[config.mk]
export PLATFORM = sky130hd
export DESIGN_NAME = suspend_wake_power_control
export DESIGN_NICKNAME = d
export VERILOG_FILES = /design/src/rtl/pwr_pkg.sv /design/src/rtl/suspend_wake_power_control.sv /design/src/rtl/slow_clock_gen.sv
export VERILOG_INCLUDE_DIRS = /design/src /design/src/rtl
export SDC_FILE = /design/constraint.sdc
export NUM_CORES = 1
export LEC_CHECK = 0
export ABC_AREA = 1
export ABC_CLOCK_PERIOD_IN_PS = 1800
export BUFFER_PORTS_ARGS = -buffer_cell sky130_fd_sc_hd__buf_2
export CAP_MARGIN = 30
export CORE_AREA = 2 2 180 182
export DETAILED_ROUTE_END_ITERATION = 7
export DIE_AREA = 0 0 182 184
export PLACE_DENSITY = 0.78
export SYNTH_ARGS = -nofsm -noshare
export SYNTH_HDL_FRONTEND = slang
export SYNTH_SLANG_ARGS = --single-unit
export TNS_END_PERCENT = 1
[constraint.sdc]
create_clock -name pclk -period 1.8 [get_ports pclk]
set_input_delay 0.27 -clock pclk [delete_from_list [all_inputs] [get_ports pclk]]
set_output_delay 0.27 -clock pclk [all_outputs]
set_load 0.02 [all_outputs]
[src/rtl/pwr_map.svh]
// Purpose: offsets, field positions, reset values and timing counts of the power control block
// Assumes: pclk at 125 MHz, APB byte addresses taken from paddr[11:0]
// Notes: definitions only
`ifndef PWR_MAP_SVH
`define PWR_MAP_SVH

// Register byte offsets
`define HOST_CMD_OFF 12'h020
`define HW_CFG_OFF 12'h300
`define INTR_OFF 12'h310
`define PD_CTRL_OFF 12'h354
`define STATUS_OFF 12'h380
`define PORT_PWR_OFF 12'h384

// Field positions
`define RUN_STOP_BIT 0
`define SUSPEND_REQ_BIT 1
`define OC_DIGITAL_BIT 15
`define CLK_READY_BIT 0
`define CLKOFF_LSB 16

// Reset values
`define HW_CFG_RESET 32'h0000_0100
`define PD_CTRL_RESET 32'h03E8_1BA0
`define PORT_PWR_RESET 3'h7

// Frequencies in kHz
`define PCLK_KHZ 125000
`define REF_KHZ 12000
`define SLOW_KHZ 100
`define CLK30_KHZ 30000
`define CLK48_KHZ 48000
`define CLK60_KHZ 60000

// Phase increments of the 16-bit accumulators, rounded to nearest
// 64-bit product: the kHz figure times 65536 overflows a 32-bit int
`define PHASE_INC(f) (((f) * 64'd65536 + `PCLK_KHZ / 2) / `PCLK_KHZ)

// Slow clock divider in pclk cycles
`define SLOW_DIV (`PCLK_KHZ / `SLOW_KHZ)

// Reference supervision and lock
`define REF_GAP_MAX 6'h20
`define LOCK_REF_EDGES 7'h40

// Overcurrent timing
`define OC_FILTER_MS 5
`define OC_FILTER_CYCLES (`OC_FILTER_MS * (`PCLK_KHZ))
`define OC_LIMIT_MS 15

`endif

[src/rtl/pwr_pkg.sv]
// Purpose: types shared by the power control block
// Assumes: nothing beyond pwr_map.svh
// Notes: registers state is one packed struct
package pwr_pkg;

    typedef enum logic [1:0] {PWR_SUSPEND, PWR_WAKING, PWR_RESUME, PWR_RUN} power_state_type;

    typedef struct packed {
        logic psel;
        logic penable;
        logic pwrite;
        logic [31:0] paddr;
        logic [31:0] pwdata;
    } apb_req_type;

    typedef struct packed {
        logic pready;
        logic pslverr;
        logic [31:0] prdata;
    } apb_rsp_type;

    typedef struct packed {
        power_state_type st;
        logic run_stop;
        logic [31:0] hw_cfg;
        logic [31:0] pd_ctrl;
        logic ready_flag;
        logic [2:0] port_en;
        logic [2:0] oc_latch;
        logic [2:0] conn_prev;
        logic ref_prev;
        logic [5:0] ref_gap;
        logic [6:0] lock_cnt;
        logic [15:0] win_cnt;
        logic [2:0][15:0] acc;
        logic [2:0][19:0] oc_cnt;
        apb_rsp_type rsp;
        logic wake_oe;
        logic [2:0] clk_out;
        logic [2:0] psw_n;
        logic [15:0] blk_dis;
        logic irq;
    } pwr_regs_type;

endpackage

[src/rtl/suspend_wake_power_control.sv]
// Purpose: suspend, wake-up, resume window, clock restart and port power protection
// Assumes: APB slave on pclk; all inputs synchronous to pclk
// Notes: main clocks are phase-accumulator outputs gated by state and reference presence
//
// Local design decisions: the APB register port and the placing of the registers.
`timescale 1ns/1ps
`include "pwr_map.svh"

module suspend_wake_power_control #(
    parameter int OC_FILTER_CYCLES = `OC_FILTER_CYCLES // Overcurrent glitch filter length
) (
    input wire logic pclk, // System clock, 125 MHz
    input wire logic presetn, // Async reset, active low
    input pwr_pkg::apb_req_type apb_in, // APB request
    output pwr_pkg::apb_rsp_type apb_out, // APB answer
    input wire logic ref_clock_input, // 12 MHz reference, sampled
    input wire logic [2:0] port_connect, // Port attach level per port
    input wire logic suspend_wake_pin_in, // Wake pin level
    output logic suspend_wake_pin_out, // Wake pin drive value
    output logic suspend_wake_pin_oe, // Wake pin drive enable
    input wire logic [2:0] port_overcurrent_n, // Digital overcurrent, active low
    input wire logic [2:0] oc_analog_trip, // Analog trip per port
    output logic [2:0] port_power_switch_n, // Port power switch, active low
    output logic [2:0] main_clk_out, // 30, 48, 60 MHz clocks
    output logic slow_free_clock, // Slow free-running clock
    output logic [15:0] block_disable, // Internal block disables
    output logic clocks_ready_irq // Clock-ready interrupt level
);
    localparam logic [2:0][15:0] PHASE_INC = {16'(`PHASE_INC(`CLK60_KHZ)),
        16'(`PHASE_INC(`CLK48_KHZ)), 16'(`PHASE_INC(`CLK30_KHZ))};

    pwr_pkg::pwr_regs_type r;
    pwr_pkg::pwr_regs_type next_r;
    logic slow_tick;
    logic ref_rise;
    logic ref_ok;
    logic wake_event;
    logic setup;
    logic wr;
    logic sus_req;
    logic ready_set;
    logic running;
    logic trip;
    logic [11:0] a;

    // Slow clock stays alive through suspend
    slow_clock_gen u_slow (
        .pclk(pclk),
        .presetn(presetn),
        .slow_tick(slow_tick),
        .slow_clk(slow_free_clock)
    );

    // Address decode, used for the slave error answer
    function automatic logic hit(input logic [11:0] adr);
        hit = (adr == `HOST_CMD_OFF) || (adr == `HW_CFG_OFF) || (adr == `INTR_OFF) ||
              (adr == `PD_CTRL_OFF) || (adr == `STATUS_OFF) || (adr == `PORT_PWR_OFF);
    endfunction

    // Read multiplexer
    function automatic logic [31:0] rd(input pwr_pkg::pwr_regs_type s, input logic [11:0] adr);
        rd = 32'h0000_0000;
        case (adr)
            `HOST_CMD_OFF: rd[`RUN_STOP_BIT] = s.run_stop;
            `HW_CFG_OFF: rd = s.hw_cfg;
            `INTR_OFF: rd[`CLK_READY_BIT] = s.ready_flag;
            `PD_CTRL_OFF: rd = s.pd_ctrl;
            `STATUS_OFF: rd[8:0] = {ref_ok, ~s.psw_n, s.oc_latch, s.st};
            `PORT_PWR_OFF: rd[2:0] = s.port_en;
            default: rd = 32'h0000_0000;
        endcase
    endfunction

    // Next-state logic
    always_comb begin
        next_r = r;
        a = apb_in.paddr[11:0];
        setup = apb_in.psel && !apb_in.penable;
        wr = apb_in.psel && apb_in.penable && r.rsp.pready && apb_in.pwrite;
        sus_req = 1'b0;
        ready_set = 1'b0;

        // Reference supervision: edges must keep coming
        ref_rise = ref_clock_input && !r.ref_prev;
        next_r.ref_prev = ref_clock_input;
        if (ref_rise) begin
            next_r.ref_gap = 6'h00;
        end else if (r.ref_gap != `REF_GAP_MAX) begin
            next_r.ref_gap = r.ref_gap + 6'h01;
        end
        ref_ok = (r.ref_gap != `REF_GAP_MAX);

        // APB slave: answer ready in the access phase
        next_r.rsp.pready = setup;
        next_r.rsp.pslverr = setup && !hit(a);
        next_r.rsp.prdata = setup ? rd(r, a) : 32'h0000_0000;
        if (wr) begin
            case (a)
                `HOST_CMD_OFF: begin
                    next_r.run_stop = apb_in.pwdata[`RUN_STOP_BIT];
                    sus_req = apb_in.pwdata[`SUSPEND_REQ_BIT];
                end
                `HW_CFG_OFF: next_r.hw_cfg = apb_in.pwdata;
                `PD_CTRL_OFF: next_r.pd_ctrl = apb_in.pwdata;
                `PORT_PWR_OFF: begin
                    next_r.port_en = apb_in.pwdata[2:0];
                    next_r.oc_latch = r.oc_latch & ~apb_in.pwdata[2:0];
                end
                default: ;
            endcase
        end

        // Wake sources, sampled every cycle, acted on only in suspend
        next_r.conn_prev = port_connect;
        wake_event = (|(port_connect ^ r.conn_prev)) || apb_in.psel || !suspend_wake_pin_in;

        // Window counts slow ticks
        if ((r.st == pwr_pkg::PWR_WAKING || r.st == pwr_pkg::PWR_RESUME) && slow_tick && r.win_cnt != 16'h0000) begin
            next_r.win_cnt = r.win_cnt - 16'h0001;
        end

        // Power state machine
        case (r.st)
            pwr_pkg::PWR_SUSPEND: begin
                next_r.lock_cnt = 7'h00;
                if (wake_event) begin
                    next_r.st = pwr_pkg::PWR_WAKING;
                    next_r.win_cnt = r.pd_ctrl[31:`CLKOFF_LSB];
                end
            end
            pwr_pkg::PWR_WAKING: begin
                if (ref_rise) begin
                    next_r.lock_cnt = r.lock_cnt + 7'h01;
                end
                if (r.lock_cnt == `LOCK_REF_EDGES) begin
                    ready_set = 1'b1;
                    next_r.st = pwr_pkg::PWR_RESUME;
                end else if (r.win_cnt == 16'h0000) begin
                    next_r.st = pwr_pkg::PWR_SUSPEND;
                end
            end
            pwr_pkg::PWR_RESUME: begin
                if (r.run_stop) begin
                    next_r.st = pwr_pkg::PWR_RUN;
                end else if (r.win_cnt == 16'h0000) begin
                    next_r.st = pwr_pkg::PWR_SUSPEND;
                end
            end
            pwr_pkg::PWR_RUN: begin
                if (sus_req && !next_r.run_stop) begin
                    next_r.st = pwr_pkg::PWR_SUSPEND;
                end
            end
            default: next_r.st = pwr_pkg::PWR_SUSPEND;
        endcase

        // Clock-ready flag: write 1 clears, a new set wins
        if (wr && a == `INTR_OFF && apb_in.pwdata[`CLK_READY_BIT]) begin
            next_r.ready_flag = 1'b0;
        end
        if (ready_set) begin
            next_r.ready_flag = 1'b1;
        end
        next_r.irq = next_r.ready_flag;

        // Main clocks from the reference-locked accumulators
        running = ref_ok && (next_r.st == pwr_pkg::PWR_RESUME || next_r.st == pwr_pkg::PWR_RUN);
        for (int i = 0; i < 3; i++) begin
            next_r.acc[i] = running ? r.acc[i] + PHASE_INC[i] : 16'h0000;
            next_r.clk_out[i] = next_r.acc[i][15];
        end

        // Overcurrent per port, analog or digital
        for (int i = 0; i < 3; i++) begin
            trip = 1'b0;
            if (r.hw_cfg[`OC_DIGITAL_BIT]) begin
                if (port_overcurrent_n[i]) begin
                    next_r.oc_cnt[i] = 20'h00000;
                end else if (r.oc_cnt[i] >= 20'(OC_FILTER_CYCLES - 1)) begin
                    trip = 1'b1;
                end else begin
                    next_r.oc_cnt[i] = r.oc_cnt[i] + 20'h00001;
                end
            end else begin
                next_r.oc_cnt[i] = 20'h00000;
                trip = oc_analog_trip[i];
            end
            if (trip) begin
                next_r.oc_latch[i] = 1'b1;
            end
        end
        next_r.psw_n = ~(next_r.port_en & ~next_r.oc_latch);

        // Pin and block disables follow the state
        next_r.wake_oe = (next_r.st != pwr_pkg::PWR_SUSPEND);
        next_r.blk_dis = running ? next_r.pd_ctrl[15:0] : 16'hFFFF;
    end

    // State register
    always_ff @(posedge pclk or negedge presetn) begin
        if (!presetn) begin
            r <= '0;
            r.st <= pwr_pkg::PWR_WAKING;
            r.hw_cfg <= `HW_CFG_RESET;
            r.pd_ctrl <= `PD_CTRL_RESET;
            r.win_cnt <= 16'(`PD_CTRL_RESET >> `CLKOFF_LSB);
            r.port_en <= `PORT_PWR_RESET;
            r.psw_n <= 3'h0;
            r.wake_oe <= 1'b1;
            r.blk_dis <= 16'hFFFF;
        end else begin
            r <= next_r;
        end
    end

    // Outputs straight from flops, except the wake pin drive value, which is tied to 0
    assign apb_out = r.rsp;
    assign suspend_wake_pin_out = 1'b0;
    assign suspend_wake_pin_oe = r.wake_oe;
    assign port_power_switch_n = r.psw_n;
    assign main_clk_out = r.clk_out;
    assign block_disable = r.blk_dis;
    assign clocks_ready_irq = r.irq;
endmodule

[src/rtl/slow_clock_gen.sv]
// Purpose: free-running slow clock and its tick, kept alive in suspend
// Assumes: pclk never stops
// Notes: tick is one pclk cycle wide, once per slow period
`timescale 1ns/1ps
`include "pwr_map.svh"

module slow_clock_gen (
    input wire logic pclk, // System clock
    input wire logic presetn, // Async reset, active low
    output logic slow_tick, // One-cycle pulse per slow period
    output logic slow_clk // Slow square wave
);
    logic [10:0] cnt;

    // Divide pclk down to the slow rate
    always_ff @(posedge pclk or negedge presetn) begin
        if (!presetn) begin
            cnt <= 11'h000;
            slow_tick <= 1'b0;
            slow_clk <= 1'b0;
        end else begin
            slow_tick <= (cnt == 11'(`SLOW_DIV - 1));
            if (cnt == 11'(`SLOW_DIV - 1)) begin
                cnt <= 11'h000;
            end else begin
                cnt <= cnt + 11'h001;
            end
            slow_clk <= (cnt >= 11'(`SLOW_DIV / 2));
        end
    end
endmodule

## After elaboration in Yosys (flattened, before gate mapping)

Index checks and enable logic that the tools add are counted.

| storage, ports and cells | value |
|---|---|
| flip-flop bits (word level) | 285 |
| input port bits | 80 |
| word-level logic and storage cells | 161 |

| cells by class | value |
|---|---|
| add/subtract/negate cells | 10 |
| magnitude comparators | 4 |
| eq/ne operators | 18 |
| muxes and demuxes | 56 |
| bitwise operators | 7 |
| reductions and logical operators | 37 |

Operators with widths:

| kind | number |
|---|---|
| 2-to-1 mux 20 bit | 9 |
| 2-to-1 mux 16 bit | 7 |
| 2-to-1 mux 32 bit | 3 |
| 2-to-1 mux 65 bit | 1 |
| adder 20 x 1 -> 20 bit, second input constant | 3 |
| == test 12 x 10 -> 1 bit, second input constant | 5 |
| >= comparator 20 bit, second input constant | 3 |
| case mux 23 bit (2 select lines) | 1 |
| adder 16 x 15 -> 16 bit, second input constant | 2 |
| 2-to-1 mux 6 bit | 4 |
| 2-to-1 mux 1 bit | 19 |
| case mux 6 bit (3 select lines) | 1 |
| adder 16 x 14 -> 16 bit, second input constant | 1 |
| zero test 16 bit | 1 |
| case mux 2 bit (4 select lines) | 2 |
| nonzero test 16 bit | 1 |
| subtractor 16 x 1 -> 16 bit, second input constant | 1 |
| case mux 7 bit (2 select lines) | 1 |
| == test 12 x 6 -> 1 bit, second input constant | 1 |
| logical AND 1 bit | 12 |
| NOT 3 bit | 4 |
| adder 11 x 1 -> 11 bit, second input constant | 1 |
| == test 11 bit, second input constant | 1 |
| >= comparator 11 x 10 -> 1 bit, second input constant | 1 |
| other kinds (20) | 47 |

## Longest topological paths before layout

| depth | value |
|---|---|
| word-level depth | 12 |
| mapped depth | 14 |
| mapped depth without buffers | 12 |

## Cells and area by module

Synthesis repeated with hierarchy kept, for this count alone.

| unflattened totals | value |
|---|---|
| cells, all modules | 1904 |
| area, all modules | 15046.9 µm² |

By module, submodules not included:

| module | instances | cells each | area an instance (µm²) |
|---|---|---|---|
| suspend_wake_power_control | 1 | 1817 | 14380.0 |
| slow_clock_gen | 1 | 87 | 666.9 |

## Least setup slack after synthesis

OpenSTA, ideal clock, no wires.

| timing | value |
|---|---|
| kind | register to register |
| from | register r[271] (netlist bit) |
| to | register r[159] (netlist bit) |
| setup time | 128 ps |
| arrival | 1813 ps |
| data required time | 1672 ps |
| path slack | -140 ps |
| cell stages (with the launch flop) | 12 |
| path buffers | 2 |
| cells stage by stage | dfstp_2 inv_1 ha_1 or2_2 nand2_2 nand3_2 nand2_2 nand2_4 nand2_4 buf_12 buf_12 nor2_4 |

RTL lines:

| item | RTL line | source |
|---|---|---|
| from (decl) | suspend_wake_power_control.sv:32 | `pwr_pkg::pwr_regs_type r;` |
| from (signal assigned) | suspend_wake_power_control.sv:212 | `r <= next_r;` |

==> impl_metrics.json <==
{
  "dp_slack_ns": -0.0351,
  "rrSetupSlack_ns": -0.04,
  "post-route-drc-count": 0,
  "antennaDiodeCount": 0,
  "cp_max_fo": 7,
  "io_buffer_count": 118,
  "gate_count_after_technology_mapping": 1896,
  "layout.nets": 2179,
  "die_width_um": 182,
  "outcome": "complete, but fails checks",
  "least_margin_pin_slew_ns": 0.884,
  "grt_overflow_total": 0,
  "ioPinCount": 140,
  "regToRegEndpoint": "r[153]$_DFF_PN0_",
  "tritoncts_buffer_count": 30,
  "cts.reportedPaths.clkPinSlew_ns": 0.06,
  "cp.required_ns": 2.25,
  "slew_headroom_pct": 41.0,
  "most-common-layout-cells": "438 x nand2_1, 241 x dfrtp_1, 208 x inv_1",
  "synth_warnings": 0,
  "core_area_um2": 31400,
  "finish.utilization_pct": 57.6,
  "critPathKind": "reg -> reg",
  "initial_antenna_violation_count": 1,
  "fin_ws_ns": -0.0391,
  "grt_setup_unrepaired": "true",
  "cpPeakStageDelay_ns": 0.57,
  "cts_root_buf": "clkbuf_16",
  "die_area_um2": 33500,
  "stdcell_area_um2": 18100,
  "hp-class": "in -> reg",
  "detailed_routing_iterations_pass_1": 5,
  "post-dp-hpwl_mm": 26.9,
  "pwr_density_cell_nw_per_um2": 943,
  "layout_commonest_cell": "nand2_1",
  "synth_top_flop_cell": "dfrtp_1",
  "critical_path.cell_chain": "inv_4 -> ha_4 -> or2_4 -> nand2_4 -> nand3_2 -> nand2_2 -> nand2_4 -> nand2_8 -> clkbuf_16 -> nor2_4",
  "cp_data_arrival_time_ns": 2.29,
  "share_of_flip_flops_with_an_asynchronous_set_or_reset_after_synthesis_pct": 100,
  "worst_clock_skew_ns": 0.00872,
  "h-tree-depth": 1,
  "worst_path_most_repeated_cell": "nand2_4",
  "static-leakage-power_uw": 0.00857,
  "synth_cell_types": 47,
  "syn_nets": 1993,
  "first_global_vias": 13100,
  "worst_ir_drop_vdd_mv": 0.674,
  "maximum_number_of_pins_on_one_net_before_global_route_repair": 68,
  "finalSetupViolCount": 35,
  "routedWlPerCell_um": 15.1,
  "worst_skew_pair_later_pin_latency_ns": 0.56,
  "post-place-cells": 2407,
  "timing.critical_path.slowest_stage_cell": "dfstp_2",
  "report.final.slew_viol_count": 0,
  "ff2ff_path_depth": 10,
  "timing.critical_path.from": "r[271]$_DFF_PN1_",
  "yosysSeqAreaShare_pct": 46.4,
  "final_layout_size_suffix_gt1_share_pct": 20.3,
  "max_freq_mhz": 544,
  "postSynthAreaPerCell_um2": 8.05,
  "groute.usage.overall_pct": 23.1,
  "failing_checks": "setup timing",
  "drt_iter0_markers": 925,
  "maximum_capacitance_violations": 0,
  "first_pass_grt_wire_length_mm": 63.7,
  "cts_tree": "done",
  "start_util_pct": 48.6,
  "avgViaCountPerCell": 5.25,
  "gp_routability_congestion": 0.951,
  "placedInstanceArea_um2": 16500,
  "postRouteAntennaNets": 0,
  "placement_rows": 65,
  "worst_setup_path_start_kind": "register",
  "r2r_start": "r[271]$_DFF_PN1_",
  "synth_area_um2": 15300,
  "setup.worst_path.end": "r[153]$_DFF_PN0_",
  "number_of_enable_flip_flop_cells_after_synthesis": 0,
  "report.final.hold_viol_count": 0,
  "cts.sinks": 281,
  "fill_cells": 2732,
  "routed-via-count": 13200,
  "fp.dieH_um": 184,
  "timing.final.crit_share_pct": 102,
  "ctsLongestPathBuffers": 3,
  "syn2layout_area_growth_pct": 18.5,
  "layout.cells.non_filler": 2508,
  "synth-seq-cells": 281,
  "period_needed_ns": 1.84,
  "route.final.wire_length_mm": 37.8,
  "timing.critical_path.to_type": "register"
}
-- flip-flops by register name (all words and copies together), names as in the netlist --
register,flops
port_power_switch_n,3
u_slow.cnt,11
block_disable,16
u_slow.slow_tick,1
clocks_ready_irq,1
main_clk_out,2
r,211
u_slow.slow_clk,1
apb_out,34
suspend_wake_pin_oe,1
-- synthesized netlist by cell type (4+ instances only) --
master / n / share of area, %
inv_2: 7 / 0.17
ha_1: 17 / 1.4
nor2_1: 191 / 4.7
nor2_4: 33 / 2.4
o21ai_0: 58 / 1.9
o21ai_1: 30 / 0.98
nor2_2: 8 / 0.33
or2_2: 8 / 0.33
o21ai_2: 15 / 0.86
nor4_1: 14 / 0.57
o22ai_1: 9 / 0.37
buf_4: 58 / 2.9
xor2_1: 63 / 3.6
dfrtp_1: 241 / 40
nand2_2: 7 / 0.29
xnor2_1: 14 / 0.80
nand2_1: 441 / 11
o211ai_1: 5 / 0.25
buf_12: 4 / 0.52
a21oi_1: 59 / 1.9
nand3_1: 172 / 5.6
mux2_1: 15 / 1.1
a31oi_1: 7 / 0.29
nor3_1: 66 / 2.2
inv_1: 212 / 5.2
clkbuf_1: 33 / 0.81
dfstp_2: 40 / 6.9
nand4_1: 25 / 1.0
buf_2: 10 / 0.33
-- through the flow --
stage | hold WS [ns] | power (µW) | setup TNS, ns
after detailed placement | 0.178 | 10900 | -0.515
after global placement | 0.177 | 10700 | -0.0182
after floorplan | -0.0256 | 9720 | 0
after CTS | 0.00172 | 17000 | -0.0702
after global routing | 0.0245 | 18000 | -3.34
final | 0.0232 | 17000 | -0.660
-- cell families (layout without fill, tap and decap cells) --
| logic type | count (synthesis) | in the layout | synth area share, % |
|---|---|---|---|
| adder cells (fa/ha/maj) | 17 | 17 | 1.39 |
| flip-flops | 281 | 281 | 46.4 |
| AND/OR/NAND/NOR | 978 | 978 | 29.1 |
| other | 1 | 1 | 0.0246 |
| XOR/XNOR | 77 | 77 | 4.42 |
| buffers and inverters | 329 | 539 | 10.1 |
| multiplexers | 15 | 15 | 1.11 |
| AO/OA/AOI/OAI | 198 | 198 | 7.36 |
-- worst min path at each step --
stage | from | endpoint | depth (start not counted)
floorplan | presetn | apb_out[0]$_DFF_PN0_ | 0
global placement | presetn | r[79]$_DFFE_PN0P_ | 1
detailed placement | presetn | r[79]$_DFFE_PN0P_ | 1
CTS | apb_in[16] | r[222]$_DFFE_PN0P_ | 3
global route | apb_in[16] | r[222]$_DFFE_PN0P_ | 3
finish | apb_in[16] | r[222]$_DFFE_PN0P_ | 3
-- worst max-delay path, delay by kind of cell, from the launching register on --
kind	cells	cell delay, ns
buffers and inverters	2	0.25
adder cells (fa/ha/maj)	1	0.15
flip-flops	1	0.57
AND/OR/NAND/NOR	7	0.74
-- layout make-up --
class	count	area [µm²]	area share, %
sequential	281	7080	39.2
clock inverter	14	125	0.692
multi-input combinational	1286	6740	37.2
clock buffer	42	826	4.57
inverter	219	827	4.57
tap	402	503	2.78
timing repair buffer	264	1980	11.0
-- where the power goes --
group	switching, µW	internal, µW	total (µW)
clock	2550	3360	5910
combinational	2300	1640	3950
sequential	377	6810	7190
-- timing repair --
item | in CTS | in global routing
pin swaps | 1 | 10
hold endpoints to repair | 251 | 0
hold buffers | 37 | 0
gates cloned | 1 | 2
gates resized for setup | 3 | 33
setup endpoints to repair | 41 | 110
buffers inserted | 1 | 4
-- routing by layer --
layer	vias to the layer above	track usage, %	wire length, µm
li1	6407	-	-
met1	6245	29.7	16200
met2	422	40.0	18200
met3	83	3.25	2160
met4	2	8.23	1220
met5	-	0	8
No activity file was read; power rests on OpenSTA's default activity.
